<file path="src/design/spi_port_pkg.sv">
// Constants, register map and carrier types for the serial port block.
// Assumes a 125 MHz system clock and a 32-bit APB register bus.
package spi_port_pkg;

    // Register bus geometry
    localparam int          APB_ADDR_W        = 8;
    localparam int          DATA_W            = 8;

    // Register byte offsets
    localparam logic [7:0]  OFS_CONTROL_ZERO  = 8'h00;
    localparam logic [7:0]  OFS_CONTROL_ONE   = 8'h04;
    localparam logic [7:0]  OFS_SHIFT_DATA    = 8'h08;

    // control_register_zero fields
    localparam int          MODE_LSB          = 5;
    localparam int          PORT_ENABLE_BIT   = 1;

    // control_register_one fields
    localparam int          CLK_IDLE_POL_BIT  = 5;
    localparam int          CLK_EDGE_BIT      = 4;
    localparam int          BIT_ORDER_BIT     = 3;
    localparam int          SELECT_EN_BIT     = 2;
    localparam int          WCOL_BIT          = 1;
    localparam int          TRF_BIT           = 0;

    // Values after reset
    localparam logic [7:0]  RST_CONTROL_ZERO  = 8'h00;
    localparam logic [7:0]  RST_CONTROL_ONE   = 8'h00;
    localparam logic [7:0]  RST_SHIFT_DATA    = 8'h00;

    // Mode field: bit 2 set selects slave, else master with divider below
    localparam int          MODE_SLAVE_BIT    = 2;

    // Half period of the master serial clock in system cycles, per mode
    // Fastest rate still leaves the three-stage input synchroniser time to settle
    localparam logic [7:0]  HALF_DIV_0        = 8'h06;
    localparam logic [7:0]  HALF_DIV_1        = 8'h08;
    localparam logic [7:0]  HALF_DIV_2        = 8'h20;
    localparam logic [7:0]  HALF_DIV_3        = 8'h80;

    // Index of the last bit and of the last serial clock edge of a transfer
    localparam logic [2:0]  LAST_BIT          = 3'h7;
    localparam logic [3:0]  LAST_EDGE         = 4'hF;

    typedef enum logic [1:0] {
        XFER_IDLE = 2'b01,
        XFER_BUSY = 2'b10
    } xfer_e;

    typedef struct packed {
        logic       clock_idle_polarity;
        logic       clock_edge_select;
        logic       bit_order_select;
        logic       select_pin_enable;
        logic       write_collision_flag;
        logic       transfer_complete_flag;
    } control_one_s;

endpackage : spi_port_pkg

</file>
<file path="src/design/pin_sync.sv">
// Three-stage synchroniser for pins from outside the system clock domain.
// A level change counts once the second and third stages agree.
`timescale 1ns/1ns
module pin_sync #(
    parameter int          WIDTH  = 3,
    parameter logic [2:0]  RESET  = 3'h7
) (
    input  wire logic             sys_clk_i,
    input  wire logic             rst_n_i,
    input  wire logic [WIDTH-1:0] pin_i,
    output logic      [WIDTH-1:0] level_o,
    output logic      [WIDTH-1:0] rise_o,
    output logic      [WIDTH-1:0] fall_o
);

    initial begin
        if (WIDTH < 1 || WIDTH > 3) $error("pin_sync WIDTH must be 1 to 3");
    end

    genvar g;
    generate
        for (g = 0; g < WIDTH; g++) begin : g_bit
            logic stage1;
            logic stage2;
            logic stage3;
            always_ff @(posedge sys_clk_i) begin
                if (!rst_n_i) begin
                    stage1     <= RESET[g];
                    stage2     <= RESET[g];
                    stage3     <= RESET[g];
                    level_o[g] <= RESET[g];
                    rise_o[g]  <= 1'b0;
                    fall_o[g]  <= 1'b0;
                end else begin
                    stage1     <= pin_i[g];
                    stage2     <= stage1;
                    stage3     <= stage2;
                    // Stage one feeds stage two only, for metastability
                    if (stage2 == stage3) begin
                        level_o[g] <= stage3;
                    end
                    rise_o[g]  <= (stage2 == stage3) &&  stage3 && !level_o[g];
                    fall_o[g]  <= (stage2 == stage3) && !stage3 &&  level_o[g];
                end
            end
        end
    endgenerate

endmodule : pin_sync

</file>
<file path="src/design/half_tick.sv">
// Tick generator for the master serial clock half periods.
// Counting restarts whenever run_i drops, so each transfer starts clean.
`timescale 1ns/1ns
module half_tick #(
    parameter int W = 8
) (
    input  wire logic         sys_clk_i,
    input  wire logic         rst_n_i,
    input  wire logic         run_i,
    input  wire logic [W-1:0] half_i,
    output logic              tick_o
);

    logic [W-1:0] count;

    initial begin
        if (W < 2) $error("half_tick W must be at least 2");
    end

    always_ff @(posedge sys_clk_i) begin
        if (!rst_n_i) begin
            count  <= '0;
            tick_o <= 1'b0;
        end else if (!run_i || tick_o) begin
            count  <= '0;
            tick_o <= 1'b0;
        end else begin
            count  <= count + W'(1);
            tick_o <= (count == half_i - W'(2));
        end
    end

endmodule : half_tick

</file>
<file path="src/design/spi_master_slave_port.sv">
// Serial port that works as SPI master or slave, with APB registers.
// Assumes pins are three-signal (in, out, enable); the bench resolves wires.
// How it works
// - Bit three of control one picks LSB first (0) or MSB first (1).
// - Bit two enables the select pin and the port; zero floats select.
// - Data write during a transfer is dropped and sets the collision flag.
// - Complete flag reads zero during a transfer, sets when it finishes.
// - An interrupt request follows the transfer complete flag.
// - Master: a data write while enabled starts a full-duplex transfer.
// - Slave: external clock pulses shift data out and in.
// - Disabled port releases all four pins.
// - Enabled port floats serial input and drives serial output high idle, except a selected leading-capture slave shows its first bit.
// - Master idle clock level is the inverse of the polarity bit.
// - Slave never drives the serial clock pin.
// - Master alone makes the clock, only after a data write.
// - Received bits reach the readable data register only when complete.
// - Three-bit mode field picks master with clock rate, or slave.
// - Slave transfer needs select enable high and select low, then a leading clock edge.
// - Polarity zero idles the clock high, one idles it low.
//
// Decided for this implementation: the address map and register access over APB.
`timescale 1ns/1ns
module spi_master_slave_port (
    input  wire logic                              sys_clk_i,
    input  wire logic                              rst_n_i,
    input  wire logic                              psel_i,
    input  wire logic                              penable_i,
    input  wire logic                              pwrite_i,
    input  wire logic [spi_port_pkg::APB_ADDR_W-1:0] paddr_i,
    input  wire logic [31:0]                       pwdata_i,
    output logic      [31:0]                       prdata_o,
    output logic                                   pready_o,
    output logic                                   pslverr_o,
    input  wire logic                              serial_clock_pin_i,
    output logic                                   serial_clock_pin_o,
    output logic                                   serial_clock_pin_oe_o,
    input  wire logic                              serial_in_pin_i,
    output logic                                   serial_out_pin_o,
    output logic                                   serial_out_pin_oe_o,
    input  wire logic                              select_pin_n_i,
    output logic                                   select_pin_n_o,
    output logic                                   select_pin_n_oe_o,
    output logic                                   irq_o
);

    ////////////////////////////////////////////////////////////////////////
    // Declarations
    logic [2:0]                mode_clock_select;
    logic                      port_enable;
    spi_port_pkg::control_one_s ctl;
    logic [7:0]                shift_data_register;
    logic [7:0]                shift_buffer;
    spi_port_pkg::xfer_e       state;
    logic [2:0]                bit_cnt;
    logic [3:0]                edge_cnt;
    logic                      master_tick;
    logic [2:0]                pin_level;
    logic [2:0]                pin_rise;
    logic [2:0]                pin_fall;
    logic [7:0]                half_period;
    logic                      access;
    logic                      write_fire;
    logic                      addr_hit;
    logic [31:0]               read_mux;
    logic                      port_on;
    logic                      is_slave;
    logic                      busy;
    logic                      cap_lead;
    logic                      slave_armed;
    logic                      slave_lead;
    logic                      slave_trail;
    logic                      lead_ev;
    logic                      trail_ev;
    logic                      sample_ev;
    logic                      launch_ev;
    logic                      slave_go;
    logic                      data_write;
    logic                      ctl1_write;
    logic                      start;
    logic                      collide;
    logic                      done;
    logic                      abort;
    logic [7:0]                next_shift;
    logic                      head_bit;
    logic                      start_head;

    ////////////////////////////////////////////////////////////////////////
    // Pin synchronisers: bit 0 clock, bit 1 serial in, bit 2 select
    pin_sync #(
        .WIDTH (3),
        .RESET (3'h7)
    ) u_pin_sync (
        .sys_clk_i (sys_clk_i),
        .rst_n_i   (rst_n_i),
        .pin_i     ({select_pin_n_i, serial_in_pin_i, serial_clock_pin_i}),
        .level_o   (pin_level),
        .rise_o    (pin_rise),
        .fall_o    (pin_fall)
    );

    always_comb begin
        case (mode_clock_select[1:0])
            2'h0:    half_period = spi_port_pkg::HALF_DIV_0;
            2'h1:    half_period = spi_port_pkg::HALF_DIV_1;
            2'h2:    half_period = spi_port_pkg::HALF_DIV_2;
            default: half_period = spi_port_pkg::HALF_DIV_3;
        endcase
    end

    half_tick #(
        .W (8)
    ) u_half_tick (
        .sys_clk_i (sys_clk_i),
        .rst_n_i   (rst_n_i),
        .run_i     (busy && !is_slave),
        .half_i    (half_period),
        .tick_o    (master_tick)
    );

    ////////////////////////////////////////////////////////////////////////
    // APB slave: one wait state, pslverr on unmapped offsets
    assign access     = psel_i && penable_i && !pready_o;
    assign write_fire = psel_i && penable_i && pready_o && pwrite_i && addr_hit;
    assign addr_hit   = (paddr_i == spi_port_pkg::OFS_CONTROL_ZERO) ||
                        (paddr_i == spi_port_pkg::OFS_CONTROL_ONE) ||
                        (paddr_i == spi_port_pkg::OFS_SHIFT_DATA);
    assign data_write = write_fire && (paddr_i == spi_port_pkg::OFS_SHIFT_DATA);
    assign ctl1_write = write_fire && (paddr_i == spi_port_pkg::OFS_CONTROL_ONE);

    always_comb begin
        read_mux = 32'h0000_0000;
        case (paddr_i)
            spi_port_pkg::OFS_CONTROL_ZERO: begin
                read_mux[spi_port_pkg::MODE_LSB +: 3]       = mode_clock_select;
                read_mux[spi_port_pkg::PORT_ENABLE_BIT]     = port_enable;
            end
            spi_port_pkg::OFS_CONTROL_ONE: begin
                read_mux[spi_port_pkg::CLK_IDLE_POL_BIT]    = ctl.clock_idle_polarity;
                read_mux[spi_port_pkg::CLK_EDGE_BIT]        = ctl.clock_edge_select;
                read_mux[spi_port_pkg::BIT_ORDER_BIT]       = ctl.bit_order_select;
                read_mux[spi_port_pkg::SELECT_EN_BIT]       = ctl.select_pin_enable;
                read_mux[spi_port_pkg::WCOL_BIT]            = ctl.write_collision_flag;
                read_mux[spi_port_pkg::TRF_BIT]             = ctl.transfer_complete_flag;
            end
            spi_port_pkg::OFS_SHIFT_DATA: read_mux[7:0] = shift_data_register;
            default:                      read_mux      = 32'h0000_0000;
        endcase
    end

    always_ff @(posedge sys_clk_i) begin
        if (!rst_n_i) begin
            pready_o  <= 1'b0;
            pslverr_o <= 1'b0;
            prdata_o  <= 32'h0000_0000;
        end else begin
            pready_o  <= access;
            pslverr_o <= access && !addr_hit;
            prdata_o  <= (access && !pwrite_i) ? read_mux : 32'h0000_0000;
        end
    end

    ////////////////////////////////////////////////////////////////////////
    // Control registers
    always_ff @(posedge sys_clk_i) begin
        if (!rst_n_i) begin
            mode_clock_select <= spi_port_pkg::RST_CONTROL_ZERO[spi_port_pkg::MODE_LSB +: 3];
            port_enable       <= spi_port_pkg::RST_CONTROL_ZERO[spi_port_pkg::PORT_ENABLE_BIT];
        end else if (write_fire && paddr_i == spi_port_pkg::OFS_CONTROL_ZERO) begin
            mode_clock_select <= pwdata_i[spi_port_pkg::MODE_LSB +: 3];
            port_enable       <= pwdata_i[spi_port_pkg::PORT_ENABLE_BIT];
        end
    end

    always_ff @(posedge sys_clk_i) begin
        if (!rst_n_i) begin
            ctl.clock_idle_polarity <= spi_port_pkg::RST_CONTROL_ONE[spi_port_pkg::CLK_IDLE_POL_BIT];
            ctl.clock_edge_select   <= spi_port_pkg::RST_CONTROL_ONE[spi_port_pkg::CLK_EDGE_BIT];
            ctl.bit_order_select    <= spi_port_pkg::RST_CONTROL_ONE[spi_port_pkg::BIT_ORDER_BIT];
            ctl.select_pin_enable   <= spi_port_pkg::RST_CONTROL_ONE[spi_port_pkg::SELECT_EN_BIT];
        end else if (ctl1_write) begin
            ctl.clock_idle_polarity <= pwdata_i[spi_port_pkg::CLK_IDLE_POL_BIT];
            ctl.clock_edge_select   <= pwdata_i[spi_port_pkg::CLK_EDGE_BIT];
            ctl.bit_order_select    <= pwdata_i[spi_port_pkg::BIT_ORDER_BIT];
            ctl.select_pin_enable   <= pwdata_i[spi_port_pkg::SELECT_EN_BIT];
        end
    end

    // Flags: a hardware set wins over a software clear in the same cycle
    always_ff @(posedge sys_clk_i) begin
        if (!rst_n_i) begin
            ctl.write_collision_flag   <= spi_port_pkg::RST_CONTROL_ONE[spi_port_pkg::WCOL_BIT];
            ctl.transfer_complete_flag <= spi_port_pkg::RST_CONTROL_ONE[spi_port_pkg::TRF_BIT];
            irq_o                      <= 1'b0;
        end else begin
            ctl.write_collision_flag <= collide || (ctl.write_collision_flag &&
                                        !(ctl1_write && !pwdata_i[spi_port_pkg::WCOL_BIT]));
            ctl.transfer_complete_flag <= done || (ctl.transfer_complete_flag && !start && !slave_go &&
                                          !(ctl1_write && !pwdata_i[spi_port_pkg::TRF_BIT]));
            irq_o <= done || (ctl.transfer_complete_flag && !start && !slave_go &&
                     !(ctl1_write && !pwdata_i[spi_port_pkg::TRF_BIT]));
        end
    end

    ////////////////////////////////////////////////////////////////////////
    // Transfer engine
    // overall enable
    assign port_on     = port_enable && ctl.select_pin_enable;
    assign is_slave    = mode_clock_select[spi_port_pkg::MODE_SLAVE_BIT];
    assign busy        = (state == spi_port_pkg::XFER_BUSY);
    // Edge select 1 captures on the leading edge, 0 on the trailing one
    assign cap_lead    = ctl.clock_edge_select;
    // slave needs select low before clocks count
    assign slave_armed = port_on && is_slave && !pin_level[2];
    // idle high when polarity is zero, so leading edge falls
    assign slave_lead  = ctl.clock_idle_polarity ? pin_rise[0] : pin_fall[0];
    assign slave_trail = ctl.clock_idle_polarity ? pin_fall[0] : pin_rise[0];
    assign lead_ev     = is_slave ? slave_lead  : (master_tick && !edge_cnt[0]);
    assign trail_ev    = is_slave ? slave_trail : (master_tick &&  edge_cnt[0]);
    // slave starts on the first leading external edge
    assign slave_go    = !busy && slave_armed && slave_lead;
    assign sample_ev   = (busy || slave_go) && (cap_lead ? lead_ev : trail_ev);
    assign launch_ev   = (busy || slave_go) && (cap_lead ? trail_ev : lead_ev);
    assign start       = data_write && !busy && port_on && !is_slave;
    assign collide     = data_write && busy;
    assign abort       = busy && is_slave && !slave_armed;
    assign done        = busy && (is_slave ? (sample_ev && bit_cnt == spi_port_pkg::LAST_BIT)
                                           : (trail_ev && edge_cnt == spi_port_pkg::LAST_EDGE));

    assign next_shift  = ctl.bit_order_select ? {shift_buffer[6:0], pin_level[1]}
                                              : {pin_level[1], shift_buffer[7:1]};
    assign head_bit    = ctl.bit_order_select ? shift_buffer[7] : shift_buffer[0];
    assign start_head  = ctl.bit_order_select ? pwdata_i[7] : pwdata_i[0];

    always_ff @(posedge sys_clk_i) begin
        if (!rst_n_i) begin
            state <= spi_port_pkg::XFER_IDLE;
        end else begin
            case (state)
                spi_port_pkg::XFER_IDLE: begin
                    if (start || slave_go) state <= spi_port_pkg::XFER_BUSY;
                end
                spi_port_pkg::XFER_BUSY: begin
                    // disabling the port ends a transfer
                    if (done || abort || !port_on) state <= spi_port_pkg::XFER_IDLE;
                end
                default: state <= spi_port_pkg::XFER_IDLE;
            endcase
        end
    end

    always_ff @(posedge sys_clk_i) begin
        if (!rst_n_i || !busy) begin
            edge_cnt <= 4'h0;
            bit_cnt  <= 3'h0;
        end else begin
            if (master_tick) edge_cnt <= edge_cnt + 4'h1;
            if (sample_ev)   bit_cnt  <= bit_cnt + 3'h1;
        end
        if (rst_n_i && slave_go && sample_ev) bit_cnt <= 3'h1;
    end

    // shift buffer and readable data register
    always_ff @(posedge sys_clk_i) begin
        if (!rst_n_i) begin
            shift_buffer        <= spi_port_pkg::RST_SHIFT_DATA;
            shift_data_register <= spi_port_pkg::RST_SHIFT_DATA;
        end else begin
            if (data_write && !busy) begin
                shift_buffer <= pwdata_i[7:0];
            end else if (sample_ev) begin
                shift_buffer <= next_shift;
            end
            if (done) begin
                shift_data_register <= sample_ev ? next_shift : shift_buffer;
            end
        end
    end

    ////////////////////////////////////////////////////////////////////////
    // Pin drivers, all registered
    always_ff @(posedge sys_clk_i) begin
        if (!rst_n_i) begin
            serial_clock_pin_o    <= 1'b1;
            serial_clock_pin_oe_o <= 1'b0;
            select_pin_n_o        <= 1'b1;
            select_pin_n_oe_o     <= 1'b0;
        end else begin
            // idle clock level, toggled only while busy
            if (busy && !is_slave && master_tick) begin
                serial_clock_pin_o <= !serial_clock_pin_o;
            end else if (!busy) begin
                serial_clock_pin_o <= !ctl.clock_idle_polarity;
            end
            // slave or disabled leaves the clock undriven
            serial_clock_pin_oe_o <= port_on && !is_slave;
            // master pulls select low for its transfer
            select_pin_n_o        <= !((busy || start) && !is_slave);
            select_pin_n_oe_o     <= port_on && !is_slave;
        end
    end

    always_ff @(posedge sys_clk_i) begin
        if (!rst_n_i) begin
            serial_out_pin_o    <= 1'b1;
            serial_out_pin_oe_o <= 1'b0;
        end else begin
            // output idles high; the first bit leads for leading capture
            if (start && cap_lead) begin
                serial_out_pin_o <= start_head;
            end else if (launch_ev) begin
                serial_out_pin_o <= head_bit;
            end else if (!busy && slave_armed && cap_lead) begin
                serial_out_pin_o <= head_bit;
            end else if (!busy && !start) begin
                serial_out_pin_o <= 1'b1;
            end
            // released when off, driven when on
            serial_out_pin_oe_o <= port_on;
        end
    end

endmodule : spi_master_slave_port

</file>
<file path="config.mk">
export PLATFORM = sky130hd
export DESIGN_NAME = spi_master_slave_port
export DESIGN_NICKNAME = d
export VERILOG_FILES = /design/src/design/spi_port_pkg.sv /design/src/design/pin_sync.sv /design/src/design/half_tick.sv /design/src/design/spi_master_slave_port.sv
export SDC_FILE = /design/constraint.sdc
export NUM_CORES = 1
export LEC_CHECK = 0
export BUFFER_PORTS_ARGS = -buffer_cell sky130_fd_sc_hd__buf_4
export CAP_MARGIN = 0
export CELL_PAD_IN_SITES_DETAIL_PLACEMENT = 1
export CELL_PAD_IN_SITES_GLOBAL_PLACEMENT = 1
export CORE_AREA = 3 3 125 127
export DETAILED_ROUTE_END_ITERATION = 8
export DIE_AREA = 0 0 128 130
export HOLD_SLACK_MARGIN = 0.1
export PLACE_DENSITY = 0.63
export REMOVE_ABC_BUFFERS = 1
export SLEW_MARGIN = 20
export SYNTH_ARGS = -nofsm -noshare
export SYNTH_HDL_FRONTEND = slang
export SYNTH_HIERARCHICAL = 1
export SYNTH_SLANG_ARGS = --single-unit
</file>
<file path="constraint.sdc">
create_clock -name sys_clk_i -period 2.55 [get_ports sys_clk_i]
set_input_delay 0.255 -clock sys_clk_i [delete_from_list [all_inputs] [get_ports sys_clk_i]]
set_output_delay 0.255 -clock sys_clk_i [all_outputs]
set_load 0.01 [all_outputs]
</file>
==> flow_summary.yaml, run 1 <==
outcome:
  outcome: "finished clean"
clocking:
  cts_resized: 0
  insertion_delay_ns: 0.33
  register_clock_pin_slew_on_the_reported_worst_setup_and_hold_paths_ns: 0.06
  clock-sinks: 73
  numCtsBuffers: 9
  clk_path_buf_depth: 2
  clockRootBuffer: "sky130_fd_sc_hd__clkbuf_16"
  cts_tree: "done"
  clock_tree.htree_level_count: 3
detailed_routing:
  detailroute.via_count: 2717
  ant_nets: 0
  drt_pass1_iterations: 4
  routed_wire_length_per_instance_um: 13.7
  drt_first_iter_violations: 104
  route.detailed.vias_per_inst: 4.40
  detail_route.drc_violations: 0
  final_wirelength_um: 8470
cells_and_area:
  most-common-layout-cells: "sky130_fd_sc_hd__dfxtp_1 (73), sky130_fd_sc_hd__buf_4 (49), sky130_fd_sc_hd__nor2_1 (36)"
  filler_cell_count: 1712
  final_util_pct: 29.5
  antenna_cells_inserted: 0
  syn_to_final_growth_pct: 22.0
  final_layout_size_suffix_gt1_share_pct: 19.2
  most_frequent_standard_cell_in_the_layout_excluding_fill_and_tap_cells: "sky130_fd_sc_hd__dfxtp_1"
  nets: 485
power_and_ir_drop:
  cellPowerDensity_nw_per_um2: 590
  p_comb_share_pct: 4.4
  internal_power_w: 0.00196
  worst_ir_drop_vdd_uv: 312
  power.sequential.fraction_pct: 45.6
  total_switching_power_w: 0.000573
  switching_share_pct: 22.6
  static-leakage-power_nw: 1.88
  p_clk_share_pct: 50.0
die:
  die_ar_um2: 16600
  row_count: 44
  die_h_um: 130
  coreArea_um2: 14500
  initial_utilization_pct: 24.2
  boundaryPins: 89
  dieWidth_um: 128
global_routing:
  antenna_found_initial: 0
  globalRoute.totalOverflow: 0
  track_usage_pct: 10.2
  wire_length_of_the_first_global_routing_pass_um: 13400
  first_global_vias: 2665
  grt_max_degree: 28
worst_setup_path:
  crit_path_cell_trace: "nand2b_1 -> o21ai_0 -> o221ai_1 -> a221o_1 -> a2111oi_0 -> nor3_1"
  critical_path.startpoint_type: "flip-flop"
  worstSetupEndpointType: "flip-flop"
  crit_path_end: "serial_out_pin_o"
  rr_startpoint: "u_half_tick/tick_o"
  worst_path_max_delay_cell: "sky130_fd_sc_hd__dfxtp_1"
  rr_endpoint: "serial_out_pin_o"
  reg2reg_setup_slack_ns: 0.41
  critPathKind: "reg -> reg"
  timing.reg2reg.worst_path_depth: 6
  cp_data_arrival_time_ns: 2.34
  worst_ep_required_time_ns: 2.75
  critical_path_peak_fanout: 8
  slowest_delay_ns: 0.52
  timing_startpoint_of_the_critical_path: "u_half_tick/tick_o"
timing:
  unrepaired_setup_endpoints_after_global_routing: "no"
  finalWorstPathRequiredPeriod_ns: 2.14
  finalHoldViolCount: 0
  min_period_over_period_pct: 84.0
  timing.setup.tns_ns: 0
  fmaxAchievable_ghz: 0.467
  final.setup_skew_ns: 0.00465
  finalSetupViolCount: 0
  drv_slew: 0
logic_synthesis:
  synth-warning-count: 6
  synth.cell_area_um2: 3520
  syn_inst: 378
  post_synthesis_average_cell_area_um2: 9.31
placed_design:
  hpwlAfterDp_um: 6320
  port_buffers: 40
  gp_congestion: 0.759
run:
  timing.max_cap.violations: 0
min_path:
  worst_hold_path_type: "in -> reg"
-- power groups by stage --
stage                     combinational [W]  sequential [W]  clock [W]
after CTS                          0.000112         0.00116    0.00131
final                              0.000112         0.00116    0.00127
after detailed placement           0.000108         0.00118          0
after global placement             0.000106         0.00118          0
after global routing               0.000124         0.00116    0.00135
after floorplan                   0.0000482         0.00118          0
-- worst max-delay path, delay by kind of cell, from the launching register on --
kind	cells	cell delay, ns
compound gates	4	1.19
flops	1	0.52
simple gates	2	0.32
-- area by class of cell --
class                           instances  area (um^2)  area share (%)
Multi-Input combinational cell        275         1840            42.7
Inverter                               17         63.8            1.49
Clock inverter                          7         80.1            1.86
Timing Repair Buffer                   52          398            9.27
Clock buffer                            9          225            5.24
Sequential cell                        73         1460            34.0
Tap cell                              184          230            5.36
-- routing by layer --
| layer | track usage, % | vias to the layer above | part of all wire (%) |
|---|---|---|---|
| met5 | 0 | - | 0 |
| met4 | 2.62 | 0 | 0.53 |
| met3 | 3.19 | 4 | 6.0 |
| met2 | 16.8 | 74 | 46 |
| met1 | 13.0 | 1297 | 47 |
| li1 | - | 1342 | - |
-- flip-flops by register name, summed over array words and instances, names as in the netlist, 2 cells and up --
register and flops:
ctl 5, u_pin_sync/g_bit.stage3 3, shift_data_register 8, mode_clock_select 3, prdata_o 8, edge_cnt 4
u_half_tick/count 8, u_pin_sync/level_o 3, u_pin_sync/g_bit.stage2 3, state 2, u_pin_sync/g_bit.stage1 3, bit_cnt 3
shift_buffer 8
-- worst min path at each step --
stage / startpoint / to / slack (ns) / cells after the start
CTS: pwdata_i[2] / shift_buffer[2] / 0.15 / 3
global route: pwdata_i[6] / shift_buffer[6] / 0.15 / 3
global placement: u_pin_sync/g_bit[0].stage1 / u_pin_sync/g_bit[0].stage2 / 0.39 / 1
finish: pwdata_i[2] / shift_buffer[2] / 0.14 / 3
floorplan: rst_n_i / serial_clock_pin_o / 0.32 / 1
detailed placement: u_pin_sync/g_bit[2].stage1 / u_pin_sync/g_bit[2].stage2 / 0.40 / 1
-- repair_timing --
item | CTS | global route
endpoints found under the hold margin | 3 | 0
setup endpoints to repair | 0 | 0
hold buffers | 3 | 0
setup buffers | 0 | 0
-- metrics by stage --
stage | power [W] | setup slack, ns | instances | cell area, um^2 | hold slack, ns
CTS | 0.00258 | 0.388 | 617 | 4290 | 0.145
finish | 0.00253 | 0.408 | 617 | 4290 | 0.144
detailed placement | 0.00129 | 0.357 | 598 | 3960 | 0.396
floorplan | 0.00123 | 0.507 | 365 | 3360 | 0.317
global placement | 0.00129 | 0.395 | 598 | 3960 | 0.386
global route | 0.00263 | 0.213 | 617 | 4290 | 0.153
(Power assumes the default switching activity.)
==> run 2, diff against run 1 <==
PLACE_DENSITY = 0.64   (was 0.63)
clock period = 1.9 ns   (was 2.55 ns; I/O delays follow)
==> run 2 against run 1 <==
Net effect:
- sequential power up 34%
- critical path depth is the same
- core utilization rose by 2.5 points
- register-to-register slack got worse by 0.31 ns
- clock power grew 39%
- global-route usage up 1.1 points
- first-iteration DRC count fell by 6.7%
- critical endpoint unchanged
- largest power group unchanged
- highest routed layer unchanged
==> flow_summary.yaml, run 2 (synthesis results as in run 1) <==
detailed_routing:
  drt_pass1_iterations: 4
  ant_nets: 0
  detailroute.via_count: 2836
  detail_route.drc_violations: 0
  routed_wire_length_per_instance_um: 13.7
  drt_first_iter_violations: 97
  final_wirelength_um: 8900
  route.detailed.vias_per_inst: 4.37
cells_and_area:
  most-common-layout-cells: "sky130_fd_sc_hd__buf_4 (71), sky130_fd_sc_hd__dfxtp_1 (70), sky130_fd_sc_hd__nor2_1 (35)"
  seqCellArea_um2: 1470
  area_taken_by_multi_input_logic_gates_um2: 1910
  most_frequent_standard_cell_in_the_layout_excluding_fill_and_tap_cells: "sky130_fd_sc_hd__buf_4"
  nets: 517
  filler_cell_count: 1690
  antenna_cells_inserted: 0
  post-route-cell-area_um2: 4660
  syn_to_final_growth_pct: 32.3
  final_layout_size_suffix_gt1_share_pct: 26.2
worst_setup_path:
  rr_startpoint: "mode_clock_select[2]"
  crit_path_end: "serial_out_pin_o"
  critical_path_peak_fanout: 4
  worst_path_max_delay_cell: "sky130_fd_sc_hd__a221o_1"
  critical_path.startpoint_type: "flip-flop"
  critPathKind: "reg -> reg"
  timing.reg2reg.worst_path_depth: 6
  reg2reg_setup_slack_ns: 0.1
  rr_endpoint: "serial_out_pin_o"
  worst_ep_required_time_ns: 2.13
  worstSetupEndpointType: "flip-flop"
  slowest_delay_ns: 0.40
  cp_data_arrival_time_ns: 2.03
  timing_startpoint_of_the_critical_path: "mode_clock_select[2]"
  crit_path_cell_trace: "nand2b_4 -> o211ai_1 -> o221ai_1 -> a221o_1 -> a2111oi_4 -> nor3_2"
die:
  row_count: 44
  die_ar_um2: 16600
  initial_utilization_pct: 24.2
  die_h_um: 130
  boundaryPins: 89
  coreArea_um2: 14500
  dieWidth_um: 128
global_routing:
  antenna_found_initial: 0
  globalRoute.totalOverflow: 0
  track_usage_pct: 11.3
  grt_max_degree: 20
  first_global_vias: 2942
  wire_length_of_the_first_global_routing_pass_um: 14600
placed_design:
  hpwlAfterDp_um: 6970
  gp_congestion: 0.794
  placement.cell_area_um2: 4150
  port_buffers: 40
timing:
  finalHoldViolCount: 0
  drv_slew: 0
  fmaxAchievable_ghz: 0.555
  min_period_over_period_pct: 94.7
  finalWorstPathRequiredPeriod_ns: 1.80
  timing.setup.tns_ns: 0
  final.setup_skew_ns: 0.00852
  unrepaired_setup_endpoints_after_global_routing: "yes"
  finalSetupViolCount: 0
power_and_ir_drop:
  switching_share_pct: 22.2
  cellPowerDensity_nw_per_um2: 748
  internal_power_w: 0.00271
  p_clk_share_pct: 50.7
  power.sequential.fraction_pct: 44.5
  worst_ir_drop_vdd_uv: 381
  p_comb_share_pct: 4.9
  total_switching_power_w: 0.000773
  static-leakage-power_nw: 2.02
clocking:
  clock-sinks: 73
  post-cts-setup-buffer-count: 0
  clock_tree.htree_level_count: 3
  numCtsBuffers: 9
  clockRootBuffer: "sky130_fd_sc_hd__clkbuf_16"
  cts_tree: "done"
  register_clock_pin_slew_on_the_reported_worst_setup_and_hold_paths_ns: 0.06
  insertion_delay_ns: 0.35
  clk_path_buf_depth: 2
min_path:
  worst_hold_path_type: "in -> reg"
outcome:
  outcome: "finished clean"
run:
  timing.max_cap.violations: 0
[run 2: routing by layer]
metal | track usage [%] | vias up | part of all wire [%]
li1 | - | 1403 | -
met2 | 18.9 | 65 | 47
met4 | 3.56 | 0 | 1.4
met3 | 3.89 | 10 | 5.9
met5 | 0 | - | 0
met1 | 13.7 | 1358 | 46
[run 2: repair_timing]
action,4_1_cts,5_1_grt
hold buffers,11,0
gates resized for setup,4,17
setup endpoints to repair,7,19
endpoints found under the hold margin,11,0
pin swaps,0,3
[run 2: cell type report]
cell class / instances / area share (%)
Clock buffer: 11 / 5.43
Clock inverter: 5 / 1.34
Inverter: 17 / 1.37
Multi-Input combinational cell: 275 / 41.0
Sequential cell: 73 / 31.5
Tap cell: 184 / 4.94
Timing Repair Buffer: 84 / 14.5
[run 2: stage by stage]
stage	instances	total power (W)	hold slack, ns	utilization [%]	worst slack (ns)
after floorplan	365	0.00165	0.252	-	-0.143
after global placement	622	0.00173	0.373	28.6	-0.0701
after detailed placement	622	0.00173	0.373	28.6	-0.115
after CTS	649	0.00355	0.102	31.5	-0.0109
after global routing	649	0.00365	0.113	32.1	-0.0191
final	649	0.00349	0.118	32.1	0.0998
[run 2: power by group through the flow]
stage               Sequential, W  Clock, W  Combinational [W]
CTS                       0.00155   0.00183           0.000169
global placement          0.00158         0           0.000148
global route              0.00155   0.00191           0.000189
finish                    0.00155   0.00177           0.000169
detailed placement        0.00158         0           0.000150
floorplan                 0.00158         0          0.0000646
[run 2: worst min-delay path by stage]
| stage | depth (start not counted) | start | to | slack (ns) |
|---|---|---|---|---|
| after floorplan | 1 | rst_n_i | serial_clock_pin_o | 0.25 |
| after global placement | 2 | select_pin_n_i | u_pin_sync/g_bit[2].stage1 | 0.37 |
| after detailed placement | 2 | select_pin_n_i | u_pin_sync/g_bit[2].stage1 | 0.37 |
| after CTS | 2 | paddr_i[2] | prdata_o[6] | 0.10 |
| after global routing | 2 | paddr_i[2] | prdata_o[7] | 0.11 |
| final | 2 | paddr_i[2] | prdata_o[7] | 0.12 |
[run 2: critical path, delay by kind of cell, from the launching register on]
family	cells	cell delay [ns]
AND/OR/NAND/NOR	2	0.23
flip-flops	1	0.35
AO/OA/AOI/OAI	4	1.11
